[src/logic/ufc_pkg.sv]
package ufc_pkg;

  // ==========================================================
  // Register map
  localparam logic [3:0] OFF_IER = 4'h1;
  localparam logic [3:0] OFF_FCR = 4'h2;
  localparam logic [3:0] OFF_MCR = 4'h4;
  localparam logic [3:0] OFF_FIFO_RDY = 4'h7;
  localparam logic [3:0] OFF_EFR = 4'h8;
  localparam logic [3:0] OFF_DLL = 4'h9;
  localparam logic [3:0] OFF_DLH = 4'ha;
  localparam logic [3:0] OFF_TCR = 4'hb;
  localparam logic [3:0] OFF_TLR = 4'hc;
  localparam logic [3:0] OFF_STAT = 4'hd;

  // ==========================================================
  // Reset values
  localparam logic [7:0] RST_IER = 8'h00;
  localparam logic [7:0] RST_FCR = 8'h00;
  localparam logic [7:0] RST_MCR = 8'h00;
  localparam logic [7:0] RST_EFR = 8'h00;
  localparam logic [7:0] RST_DIV = 8'h00;
  localparam logic [7:0] RST_TCR = 8'h00;
  localparam logic [7:0] RST_TLR = 8'h00;

  // ==========================================================
  // Field positions
  localparam int EFR_CTS_EN = 7;
  localparam int EFR_RTS_EN = 6;
  localparam int EFR_SPEC_EN = 5;
  localparam int EFR_ENH = 4;
  localparam int IER_SLEEP = 4;
  localparam int MCR_RTS = 1;
  localparam int MCR_RDY_EN = 2;
  localparam int MCR_LOOP = 4;
  localparam int MCR_REG_EN = 6;
  localparam int FCR_RX_LSB = 6;
  localparam int FCR_TX_LSB = 4;

  // Bits that only change while the enhanced write enable is set
  localparam logic [7:0] IER_ENH_MASK = 8'hf0;
  localparam logic [7:0] FCR_ENH_MASK = 8'h30;
  localparam logic [7:0] MCR_ENH_MASK = 8'he0;

  // ==========================================================
  // Fallback trigger levels selected by the two control bits
  localparam logic [6:0] FCR_LVL_0 = 7'h08;
  localparam logic [6:0] FCR_LVL_1 = 7'h10;
  localparam logic [6:0] FCR_LVL_2 = 7'h20;
  localparam logic [6:0] FCR_LVL_3 = 7'h38;

  // ==========================================================
  // Carriers
  typedef struct packed {
    logic [3:0] addr;
    logic [7:0] wdata;
    logic wrStb;
    logic rdStb;
  } ufc_bus_req_t;

  typedef struct packed {
    logic [6:0] rxLevel;
    logic [6:0] txSpace;
  } ufc_fifo_lvl_t;

  typedef struct packed {
    logic rxB;
    logic rxA;
    logic txB;
    logic txA;
  } ufc_rdy_t;

  typedef enum logic [1:0] {
    RTS_OPEN = 2'b01,
    RTS_HALTED = 2'b10
  } ufc_rts_state_t;

  // Four-bit field in steps of four
  function automatic logic [6:0] lvl_x4(input logic [3:0] f);
    lvl_x4 = {1'b0, f, 2'b00};
  endfunction

endpackage

[src/logic/ufc_level_sel.sv]
`timescale 1ns/10ps
module ufc_level_sel (
  input wire logic [3:0] tlrField,
  input wire logic [1:0] fcrSel,
  input wire logic [6:0] level,
  output logic [6:0] trigLvl,
  output logic hit
);

  // ==========================================================
  // Level selection
  always_comb begin
    // zero field falls back
    if (tlrField != 4'h0) begin
      // field times four
      trigLvl = ufc_pkg::lvl_x4(tlrField);
    end else begin
      case (fcrSel)
        2'b00: trigLvl = ufc_pkg::FCR_LVL_0;
        2'b01: trigLvl = ufc_pkg::FCR_LVL_1;
        2'b10: trigLvl = ufc_pkg::FCR_LVL_2;
        default: trigLvl = ufc_pkg::FCR_LVL_3;
      endcase
    end
  end

  // level reached
  assign hit = (level >= trigLvl);

endmodule

[src/logic/ufc_config.sv]
// The implementer's own choice: strobed register access.
`timescale 1ns/10ps
// ==========================================================
// Behaviour
// CTS high halts transmit when enabled
// RTS high at halt, low at resume
// All flow features off after reset
// Match second stop char, store, flag
// Enhanced bit gates enhanced field writes
// Low four bits pick software flow mode
// Divisor is high byte then low byte
// Divisor writes only outside sleep mode
// Threshold: resume high nibble, halt low
// Threshold writes need enhanced and MCR6
// Host keeps halt above resume
// Trigger: rx high nibble, tx low
// Trigger writes need enhanced and MCR6
// Zero trigger field uses control register
// Host leaves rx control bits at zero
// Ready bits 5,4,1,0; others zero
// Ready register at 111 when enabled
// Special-character flag reads as one
// Effective level is field times four
// Ready bits sampled every cycle
module ufc_config (
  input wire logic mclk,
  input wire logic nrst,
  input wire ufc_pkg::ufc_bus_req_t busReq,
  output logic [7:0] rdData,
  input wire logic chanASelN,
  input wire logic chanBSelN,
  input wire logic ctsPinN,
  output logic rtsPinN,
  output logic txHalt,
  input wire logic rxCharValid,
  input wire logic [7:0] rxChar,
  input wire logic [7:0] xoff2Char,
  output logic rxFifoWr,
  input wire logic specCharClr,
  output logic specCharFlag,
  input wire ufc_pkg::ufc_fifo_lvl_t fifoLvl,
  input wire ufc_pkg::ufc_rdy_t rdyIn,
  output logic rxTrigHit,
  output logic txTrigHit,
  output logic [15:0] divisor,
  output logic [3:0] swFlowMode,
  output logic sleepEn,
  output logic loopEn
);

  logic [7:0] ierQ;
  logic [7:0] fcrQ;
  logic [7:0] mcrQ;
  logic [7:0] efrQ;
  logic [7:0] dllQ;
  logic [7:0] dlhQ;
  logic [7:0] tcrQ;
  logic [7:0] tlrQ;
  logic [7:0] fifoRdyQ;
  logic [7:0] rdDataQ;
  logic ctsMeta;
  logic ctsSync;
  logic specQ;
  logic rtsPinQ;
  ufc_pkg::ufc_rts_state_t rtsStateQ;
  ufc_pkg::ufc_rts_state_t rtsStateD;
  logic [6:0] haltLvl;
  logic [6:0] resumeLvl;
  logic wrIer;
  logic wrFcr;
  logic wrMcr;
  logic wrDiv;
  logic cfgWrEn;
  logic rdyVisible;
  logic specMatch;

  // Keeps gated bits and takes the rest
  function automatic logic [7:0] gated_wr(input logic [7:0] oldV, input logic [7:0] newV,
                                          input logic [7:0] mask, input logic en);
    gated_wr = en ? newV : ((oldV & mask) | (newV & ~mask));
  endfunction

  // ==========================================================
  // Write decode
  assign wrIer = busReq.wrStb && (busReq.addr == ufc_pkg::OFF_IER);
  assign wrFcr = busReq.wrStb && (busReq.addr == ufc_pkg::OFF_FCR);
  assign wrMcr = busReq.wrStb && (busReq.addr == ufc_pkg::OFF_MCR);
  // no divisor writes in sleep
  assign wrDiv = !ierQ[ufc_pkg::IER_SLEEP];
  // shared write gate
  assign cfgWrEn = efrQ[ufc_pkg::EFR_ENH] && mcrQ[ufc_pkg::MCR_REG_EN];

  // ==========================================================
  // Base registers with enhanced write gating
  always_ff @(posedge mclk) begin
    if (!nrst) begin
      ierQ <= ufc_pkg::RST_IER;
      fcrQ <= ufc_pkg::RST_FCR;
      mcrQ <= ufc_pkg::RST_MCR;
    end else begin
      // enhanced bits write enable
      if (wrIer) begin
        ierQ <= gated_wr(ierQ, busReq.wdata, ufc_pkg::IER_ENH_MASK, efrQ[ufc_pkg::EFR_ENH]);
      end
      if (wrFcr) begin
        fcrQ <= gated_wr(fcrQ, busReq.wdata, ufc_pkg::FCR_ENH_MASK, efrQ[ufc_pkg::EFR_ENH]);
      end
      if (wrMcr) begin
        mcrQ <= gated_wr(mcrQ, busReq.wdata, ufc_pkg::MCR_ENH_MASK, efrQ[ufc_pkg::EFR_ENH]);
      end
    end
  end

  // ==========================================================
  // Enhanced feature register
  always_ff @(posedge mclk) begin
    if (!nrst) begin
      // flow features off
      efrQ <= ufc_pkg::RST_EFR;
    end else if (busReq.wrStb && (busReq.addr == ufc_pkg::OFF_EFR)) begin
      efrQ <= busReq.wdata;
    end
  end

  // software flow selection
  assign swFlowMode = efrQ[3:0];
  assign sleepEn = ierQ[ufc_pkg::IER_SLEEP];
  assign loopEn = mcrQ[ufc_pkg::MCR_LOOP];

  // ==========================================================
  // Divisor latches
  always_ff @(posedge mclk) begin
    if (!nrst) begin
      dllQ <= ufc_pkg::RST_DIV;
      dlhQ <= ufc_pkg::RST_DIV;
    end else if (busReq.wrStb && wrDiv) begin
      if (busReq.addr == ufc_pkg::OFF_DLL) begin
        dllQ <= busReq.wdata;
      end
      if (busReq.addr == ufc_pkg::OFF_DLH) begin
        dlhQ <= busReq.wdata;
      end
    end
  end

  // high byte on top
  assign divisor = {dlhQ, dllQ};

  // ==========================================================
  // Threshold and trigger registers
  always_ff @(posedge mclk) begin
    if (!nrst) begin
      tcrQ <= ufc_pkg::RST_TCR;
      tlrQ <= ufc_pkg::RST_TLR;
    end else if (busReq.wrStb && cfgWrEn) begin
      // gated threshold write
      if (busReq.addr == ufc_pkg::OFF_TCR) begin
        tcrQ <= busReq.wdata;
      end
      // gated trigger write
      if (busReq.addr == ufc_pkg::OFF_TLR) begin
        tlrQ <= busReq.wdata;
      end
    end
  end

  // nibble levels times four
  assign haltLvl = ufc_pkg::lvl_x4(tcrQ[3:0]);
  assign resumeLvl = ufc_pkg::lvl_x4(tcrQ[7:4]);

  // ==========================================================
  // Trigger selection, receive and transmit
  // per-direction selection
  ufc_level_sel uRxSel (
    .tlrField(tlrQ[7:4]),
    .fcrSel(fcrQ[ufc_pkg::FCR_RX_LSB +: 2]),
    .level(fifoLvl.rxLevel),
    .trigLvl(),
    .hit(rxTrigHit)
  );

  ufc_level_sel uTxSel (
    .tlrField(tlrQ[3:0]),
    .fcrSel(fcrQ[ufc_pkg::FCR_TX_LSB +: 2]),
    .level(fifoLvl.txSpace),
    .trigLvl(),
    .hit(txTrigHit)
  );

  // ==========================================================
  // Clear-to-send pin
  // Pin is asynchronous to mclk, so two stages before use
  always_ff @(posedge mclk) begin
    if (!nrst) begin
      ctsMeta <= 1'b0;
      ctsSync <= 1'b0;
    end else begin
      ctsMeta <= ctsPinN;
      ctsSync <= ctsMeta;
    end
  end

  // halt while pin high
  assign txHalt = efrQ[ufc_pkg::EFR_CTS_EN] && ctsSync;

  // ==========================================================
  // Request-to-send flow control
  always_comb begin
    rtsStateD = rtsStateQ;
    case (rtsStateQ)
      ufc_pkg::RTS_OPEN: begin
        if (fifoLvl.rxLevel >= haltLvl) begin
          rtsStateD = ufc_pkg::RTS_HALTED;
        end
      end
      ufc_pkg::RTS_HALTED: begin
        if (fifoLvl.rxLevel <= resumeLvl) begin
          rtsStateD = ufc_pkg::RTS_OPEN;
        end
      end
      default: rtsStateD = ufc_pkg::RTS_OPEN;
    endcase
  end

  // Hysteresis depends on halt above resume; equal levels chatter
  always_ff @(posedge mclk) begin
    if (!nrst) begin
      rtsStateQ <= ufc_pkg::RTS_OPEN;
    end else if (!efrQ[ufc_pkg::EFR_RTS_EN]) begin
      rtsStateQ <= ufc_pkg::RTS_OPEN;
    end else begin
      // halt and resume levels
      rtsStateQ <= rtsStateD;
    end
  end

  always_ff @(posedge mclk) begin
    if (!nrst) begin
      rtsPinQ <= 1'b1;
    end else if (efrQ[ufc_pkg::EFR_RTS_EN]) begin
      // pin follows flow state
      rtsPinQ <= (rtsStateD == ufc_pkg::RTS_HALTED);
    end else begin
      rtsPinQ <= !mcrQ[ufc_pkg::MCR_RTS];
    end
  end

  assign rtsPinN = rtsPinQ;

  // ==========================================================
  // Special character detection
  assign specMatch = efrQ[ufc_pkg::EFR_SPEC_EN] && rxCharValid && (rxChar == xoff2Char);
  // matched character still stored
  assign rxFifoWr = rxCharValid;

  always_ff @(posedge mclk) begin
    if (!nrst) begin
      specQ <= 1'b0;
    end else if (specMatch) begin
      // set wins over clear
      specQ <= 1'b1;
    end else if (specCharClr) begin
      specQ <= 1'b0;
    end
  end

  assign specCharFlag = specQ;

  // ==========================================================
  // FIFO ready status
  always_ff @(posedge mclk) begin
    if (!nrst) begin
      fifoRdyQ <= 8'h00;
    end else begin
      // live sample, unused zero
      fifoRdyQ <= {2'b00, rdyIn.rxB, rdyIn.rxA, 2'b00, rdyIn.txB, rdyIn.txA};
    end
  end

  // visibility conditions
  assign rdyVisible = (!chanASelN || !chanBSelN) && mcrQ[ufc_pkg::MCR_RDY_EN] &&
                      !mcrQ[ufc_pkg::MCR_LOOP];

  // ==========================================================
  // Read port, data one cycle after the strobe
  always_ff @(posedge mclk) begin
    if (!nrst) begin
      rdDataQ <= 8'h00;
    end else if (busReq.rdStb) begin
      case (busReq.addr)
        ufc_pkg::OFF_IER: rdDataQ <= ierQ;
        ufc_pkg::OFF_FCR: rdDataQ <= fcrQ;
        ufc_pkg::OFF_MCR: rdDataQ <= mcrQ;
        // gated ready read
        ufc_pkg::OFF_FIFO_RDY: rdDataQ <= rdyVisible ? fifoRdyQ : 8'h00;
        ufc_pkg::OFF_EFR: rdDataQ <= efrQ;
        ufc_pkg::OFF_DLL: rdDataQ <= dllQ;
        ufc_pkg::OFF_DLH: rdDataQ <= dlhQ;
        ufc_pkg::OFF_TCR: rdDataQ <= tcrQ;
        ufc_pkg::OFF_TLR: rdDataQ <= tlrQ;
        ufc_pkg::OFF_STAT: rdDataQ <= {3'b000, specQ, rxTrigHit, txTrigHit, txHalt,
                                       rtsStateQ == ufc_pkg::RTS_HALTED};
        default: rdDataQ <= 8'h00;
      endcase
    end else begin
      rdDataQ <= 8'h00;
    end
  end

  assign rdData = rdDataQ;
endmodule

[config.mk]
export PLATFORM = sky130hd
export DESIGN_NAME = ufc_config
export DESIGN_NICKNAME = d
export VERILOG_FILES = /design/src/logic/ufc_pkg.sv /design/src/logic/ufc_level_sel.sv /design/src/logic/ufc_config.sv
export SDC_FILE = /design/constraint.sdc
export NUM_CORES = 1
export LEC_CHECK = 0
export BUFFER_PORTS_ARGS = -buffer_cell sky130_fd_sc_hd__buf_2
export CAP_MARGIN = 20
export CORE_ASPECT_RATIO = 1.2
export CORE_MARGIN = 5
export CORE_UTILIZATION = 35
export DETAILED_ROUTE_END_ITERATION = 6
export PLACE_DENSITY = 0.66
export SLEW_MARGIN = 20
export SYNTH_ARGS = -nofsm -noshare
export SYNTH_HDL_FRONTEND = slang
export SYNTH_SLANG_ARGS = --single-unit
[constraint.sdc]
create_clock -name mclk -period 4.2 [get_ports mclk]
set_input_delay 1.05 -clock mclk [delete_from_list [all_inputs] [get_ports mclk]]
set_output_delay 1.05 -clock mclk [all_outputs]
set_load 0.02 [all_outputs]
==> results.md <==
- CP max stage delay: approximately 0.43 ns
- Routed Antenna Nets: 0
- TritonCTS Buffers: 9
- Worst path most repeated cell: ha_1
- Vias in the first global route: around 4k
- FILL cells: approximately 1.3k
- Minimum clock period: 3.55 ns
- Cell variety after synth: 66
- Crit path max fanout: 5
- DP Area: between 5000 and 6000 um^2
- Final worst-path cycle share: a little over four fifths
- Area grow syn2layout: 16.9%
- Rows: 45
- Status: finished, final reports clean
- Setup bufs post-CTS: 0
- Net Count, Synth: 595
- CP startpoint kind: flip-flop
- Multi-input gate area: ~2700 um^2
- Reg area: about 1600 um^2
- Crit path arrival time: roughly 2.5 ns
- GP Congestion: 0.886
- Final Hold Viols: 0
- Largest net degree at the start of global routing: between 50 and 60
- Drt total wl: around 13,000 um
- Layout cells sized above 1: 22.5%
- Die area: between 15,000 and 20,000 um^2
- CP Launch Point: fcrQ[4]$_SDFFE_PN0P_
- Syn avg cell area: 8.89 um^2
- Core ar.: roughly 13,000 um^2
- Gate Count Post-Synth: 516
- Total GRT Usage: 17.8%
- Initial antenna violation count: 0
- Sequential fraction of the synthesis area: a little over a third
- CTS resizes: 0
- Syn Std Cell Area: 4590 um^2
- Via Count: approximately 4.0k
- Skew final: ~0.0065 ns
- Critical path capture point type: output port
- Top_reg_cell synth: dfxtp_1
- First drt pass iteration count: 5
- Setup TNS: 0 ns
- Leak Pwr: ~2.1 nW
- Global route overflow: 0
- Unrepaired setup endpoints after global routing: no
- Final core utilization: between 40% and 50%
- CTS tree: yes
- Crit-path slowest cell: dfxtp_1
- Worst path cell trace: inv_1 > ha_1 > nor4b_1 > nor2_1 > ha_1 > a21boi_0 > o211a_1 > or2_2 > buf_2
- Total Nets Final: 660
- Clk buf depth: 2
- PortBufs: 90
- Final HPWL DP: slightly above 10,000 um
- Worst VDD drop: roughly 0.00017 V
- Initial core utilization: between 30 and 40%
- Clock Pin Slew Worst Setup and Hold Paths: roughly 0.06 ns
- Crit Path Category: flip-flop to output port
- Violation count after the first detailed-route iteration: roughly 340
- Hold/Removal Path Class: flip-flop to flip-flop
- CTS sink cnt: 82
- Total power: between 0.0015 and 0.002 W
- Post-synthesis sequential element count: 82
- Via density: between 5 and 6
- Die H: roughly 140 um
- I/O pin cnt: approximately 90
- Slew @ Worst Pin: ~0.83 ns
- Max-cap violations: 0
- Die width: between 100 and 150 um
- Hold_sp: ctsMeta$_SDFF_PN0_
- Setup violators final: 0
- Clock Tree Root: clkbuf_16
- First-pass GRT wire length: roughly 21,000 um
- CTS Hold Buffers Added: 0
- Ys async rst share: 0%
- N_diodes: 0
- Post-route cell area: 5360 um^2
- Post-Place Cells: approximately 730
- R2r startpoint: fcrQ[6]$_SDFFE_PN0P_
- Crit path required time: about 3.2 ns
- Max-slew violations: 0
- H-tree levels: 3
- YS warnings: 0
- Worst skew pair latency: between 0.3 and 0.4 ns
- Finished Layout Cells: 750
- Post-synth EDFFs: 0
- Pwr dens: 326 nW/um^2
- Routed WL per cell: 18.0 um
- Slew HR: approximately 45%
- Achievable Freq: approximately 280 MHz
- # DRC: 0
state kept, by name (all words and copies together), names as in the netlist, 8 cells and up:
name and count:
tcrQ 8, fcrQ 8, dllQ 8, mcrQ 8, dlhQ 8, ierQ 8, rdData 8, tlrQ 8
efrQ 8
through the flow:
stage / hold WS (ns) / setup slack (ns)
6_report: 0.433 / 0.651
5_1_grt: 0.443 / 0.436
4_1_cts: 0.432 / 0.621
2_1_floorplan: 0.412 / 0.932
3_3_place_gp: 0.417 / 0.650
3_5_place_dp: 0.417 / 0.652
cell usage in the layout, fill, tap and decap left out, types with 3 or more instances in the layout:
cell	synthesis	routed
ha_1	24	24
clkbuf_16	0	9
mux2i_1	37	37
nand2b_1	7	7
buf_4	10	4
or2_2	3	3
xnor2_1	5	5
a222oi_1	3	3
nand3_1	35	35
nor2_1	19	19
mux2_2	7	7
nand4_1	4	4
and2_1	7	7
o21ai_0	9	9
nor3_1	3	3
nand2_1	50	50
inv_1	18	18
a21oi_1	12	12
clkinvlp_4	0	3
a22oi_1	11	11
a21o_1	3	3
xor2_1	3	3
buf_2	6	90
dfxtp_1	82	82
o22ai_1	4	4
a21boi_0	31	31
nor2b_1	41	41
a21boi_1	3	3
a22o_1	4	4
and3_1	4	4
nor4_1	5	5
metal layers:
metal / vias to the layer above / track usage, % / routed length [um]
met5: - / 0 / 0
met4: 0 / 6.86 / 323
met3: 28 / 3.84 / 1050
met2: 166 / 28.2 / 6220
met1: 1851 / 23.5 / 5870
li1: 1948 / - / -
worst max-delay path: cells and delay by family (launching register included):
kind	cells	cell delay [ns]
adder cells (fa/ha/maj)	2	0.54
AO/OA/AOI/OAI	2	0.35
flip-flops	1	0.43
AND/OR/NAND/NOR	3	0.60
buffers and inverters	2	0.23
where the power goes:
group          switching, W  internal (W)
Clock              0.000326      0.000461
Combinational      0.000104     0.0000655
Sequential       0.00000550      0.000786
synth_stat cells, drive strengths merged, types with 2 or more instances:
| master | instances | area (um^2) |
|---|---|---|
| xor2 | 3 | 26.3 |
| mux2i | 37 | 370 |
| a211o | 2 | 17.5 |
| nor4b | 2 | 17.5 |
| nor3 | 4 | 25.0 |
| nor2 | 23 | 120 |
| buf | 18 | 120 |
| o22a | 2 | 17.5 |
| a31oi | 2 | 12.5 |
| a22o | 4 | 35.0 |
| nor4 | 6 | 52.6 |
| o21ai | 9 | 45.0 |
| clkbuf | 22 | 83.8 |
| a22oi | 11 | 82.6 |
| nand2 | 50 | 188 |
| a222oi | 3 | 30.0 |
| xnor2 | 5 | 43.8 |
| ha | 24 | 300 |
| or3b | 3 | 28.8 |
| o21a | 2 | 15.0 |
| dfxtp | 82 | 1640 |
| a21boi | 34 | 255 |
| nand2b | 7 | 43.8 |
| or2 | 3 | 18.8 |
| a32o | 2 | 20.0 |
| o2111ai | 2 | 23.8 |
| and2 | 8 | 50.1 |
| nor3b | 2 | 15.0 |
| inv | 18 | 67.6 |
| mux2 | 7 | 78.8 |
| nor2b | 41 | 257 |
| o22ai | 4 | 25.0 |
| a21oi | 12 | 60.1 |
| and3 | 4 | 25.0 |
| nand4 | 4 | 25.0 |
| nand3 | 36 | 185 |
| a21o | 3 | 22.5 |
cell type report:
type | count | area share (%)
Multi-Input combinational cell | 376 | 49.8
Sequential cell | 82 | 30.6
Timing Repair Buffer | 94 | 8.96
Clock buffer | 10 | 4.27
Tap cell | 164 | 3.83
Inverter | 18 | 1.26
Clock inverter | 6 | 1.24
kinds of logic after synthesis:
group | after synthesis | share of synthesized area (%)
compound gates | 101 | 16.1
simple gates | 198 | 23.8
xor+xnor | 8 | 1.53
flops | 82 | 35.8
fa+ha+maj | 24 | 6.55
mux | 45 | 10.3
buf+inv | 58 | 5.92
final timing paths:
kind | slack, ns | cells past startpoint | to
max | 0.65 | 9 | txTrigHit
max reg2reg | 2.09 | 9 | rdData[3]$_SDFF_PN0_
min reg2reg | 0.43 | 1 | ctsSync$_SDFF_PN0_
min | 0.43 | 1 | ctsSync$_SDFF_PN0_
(Power assumes the default switching activity.)
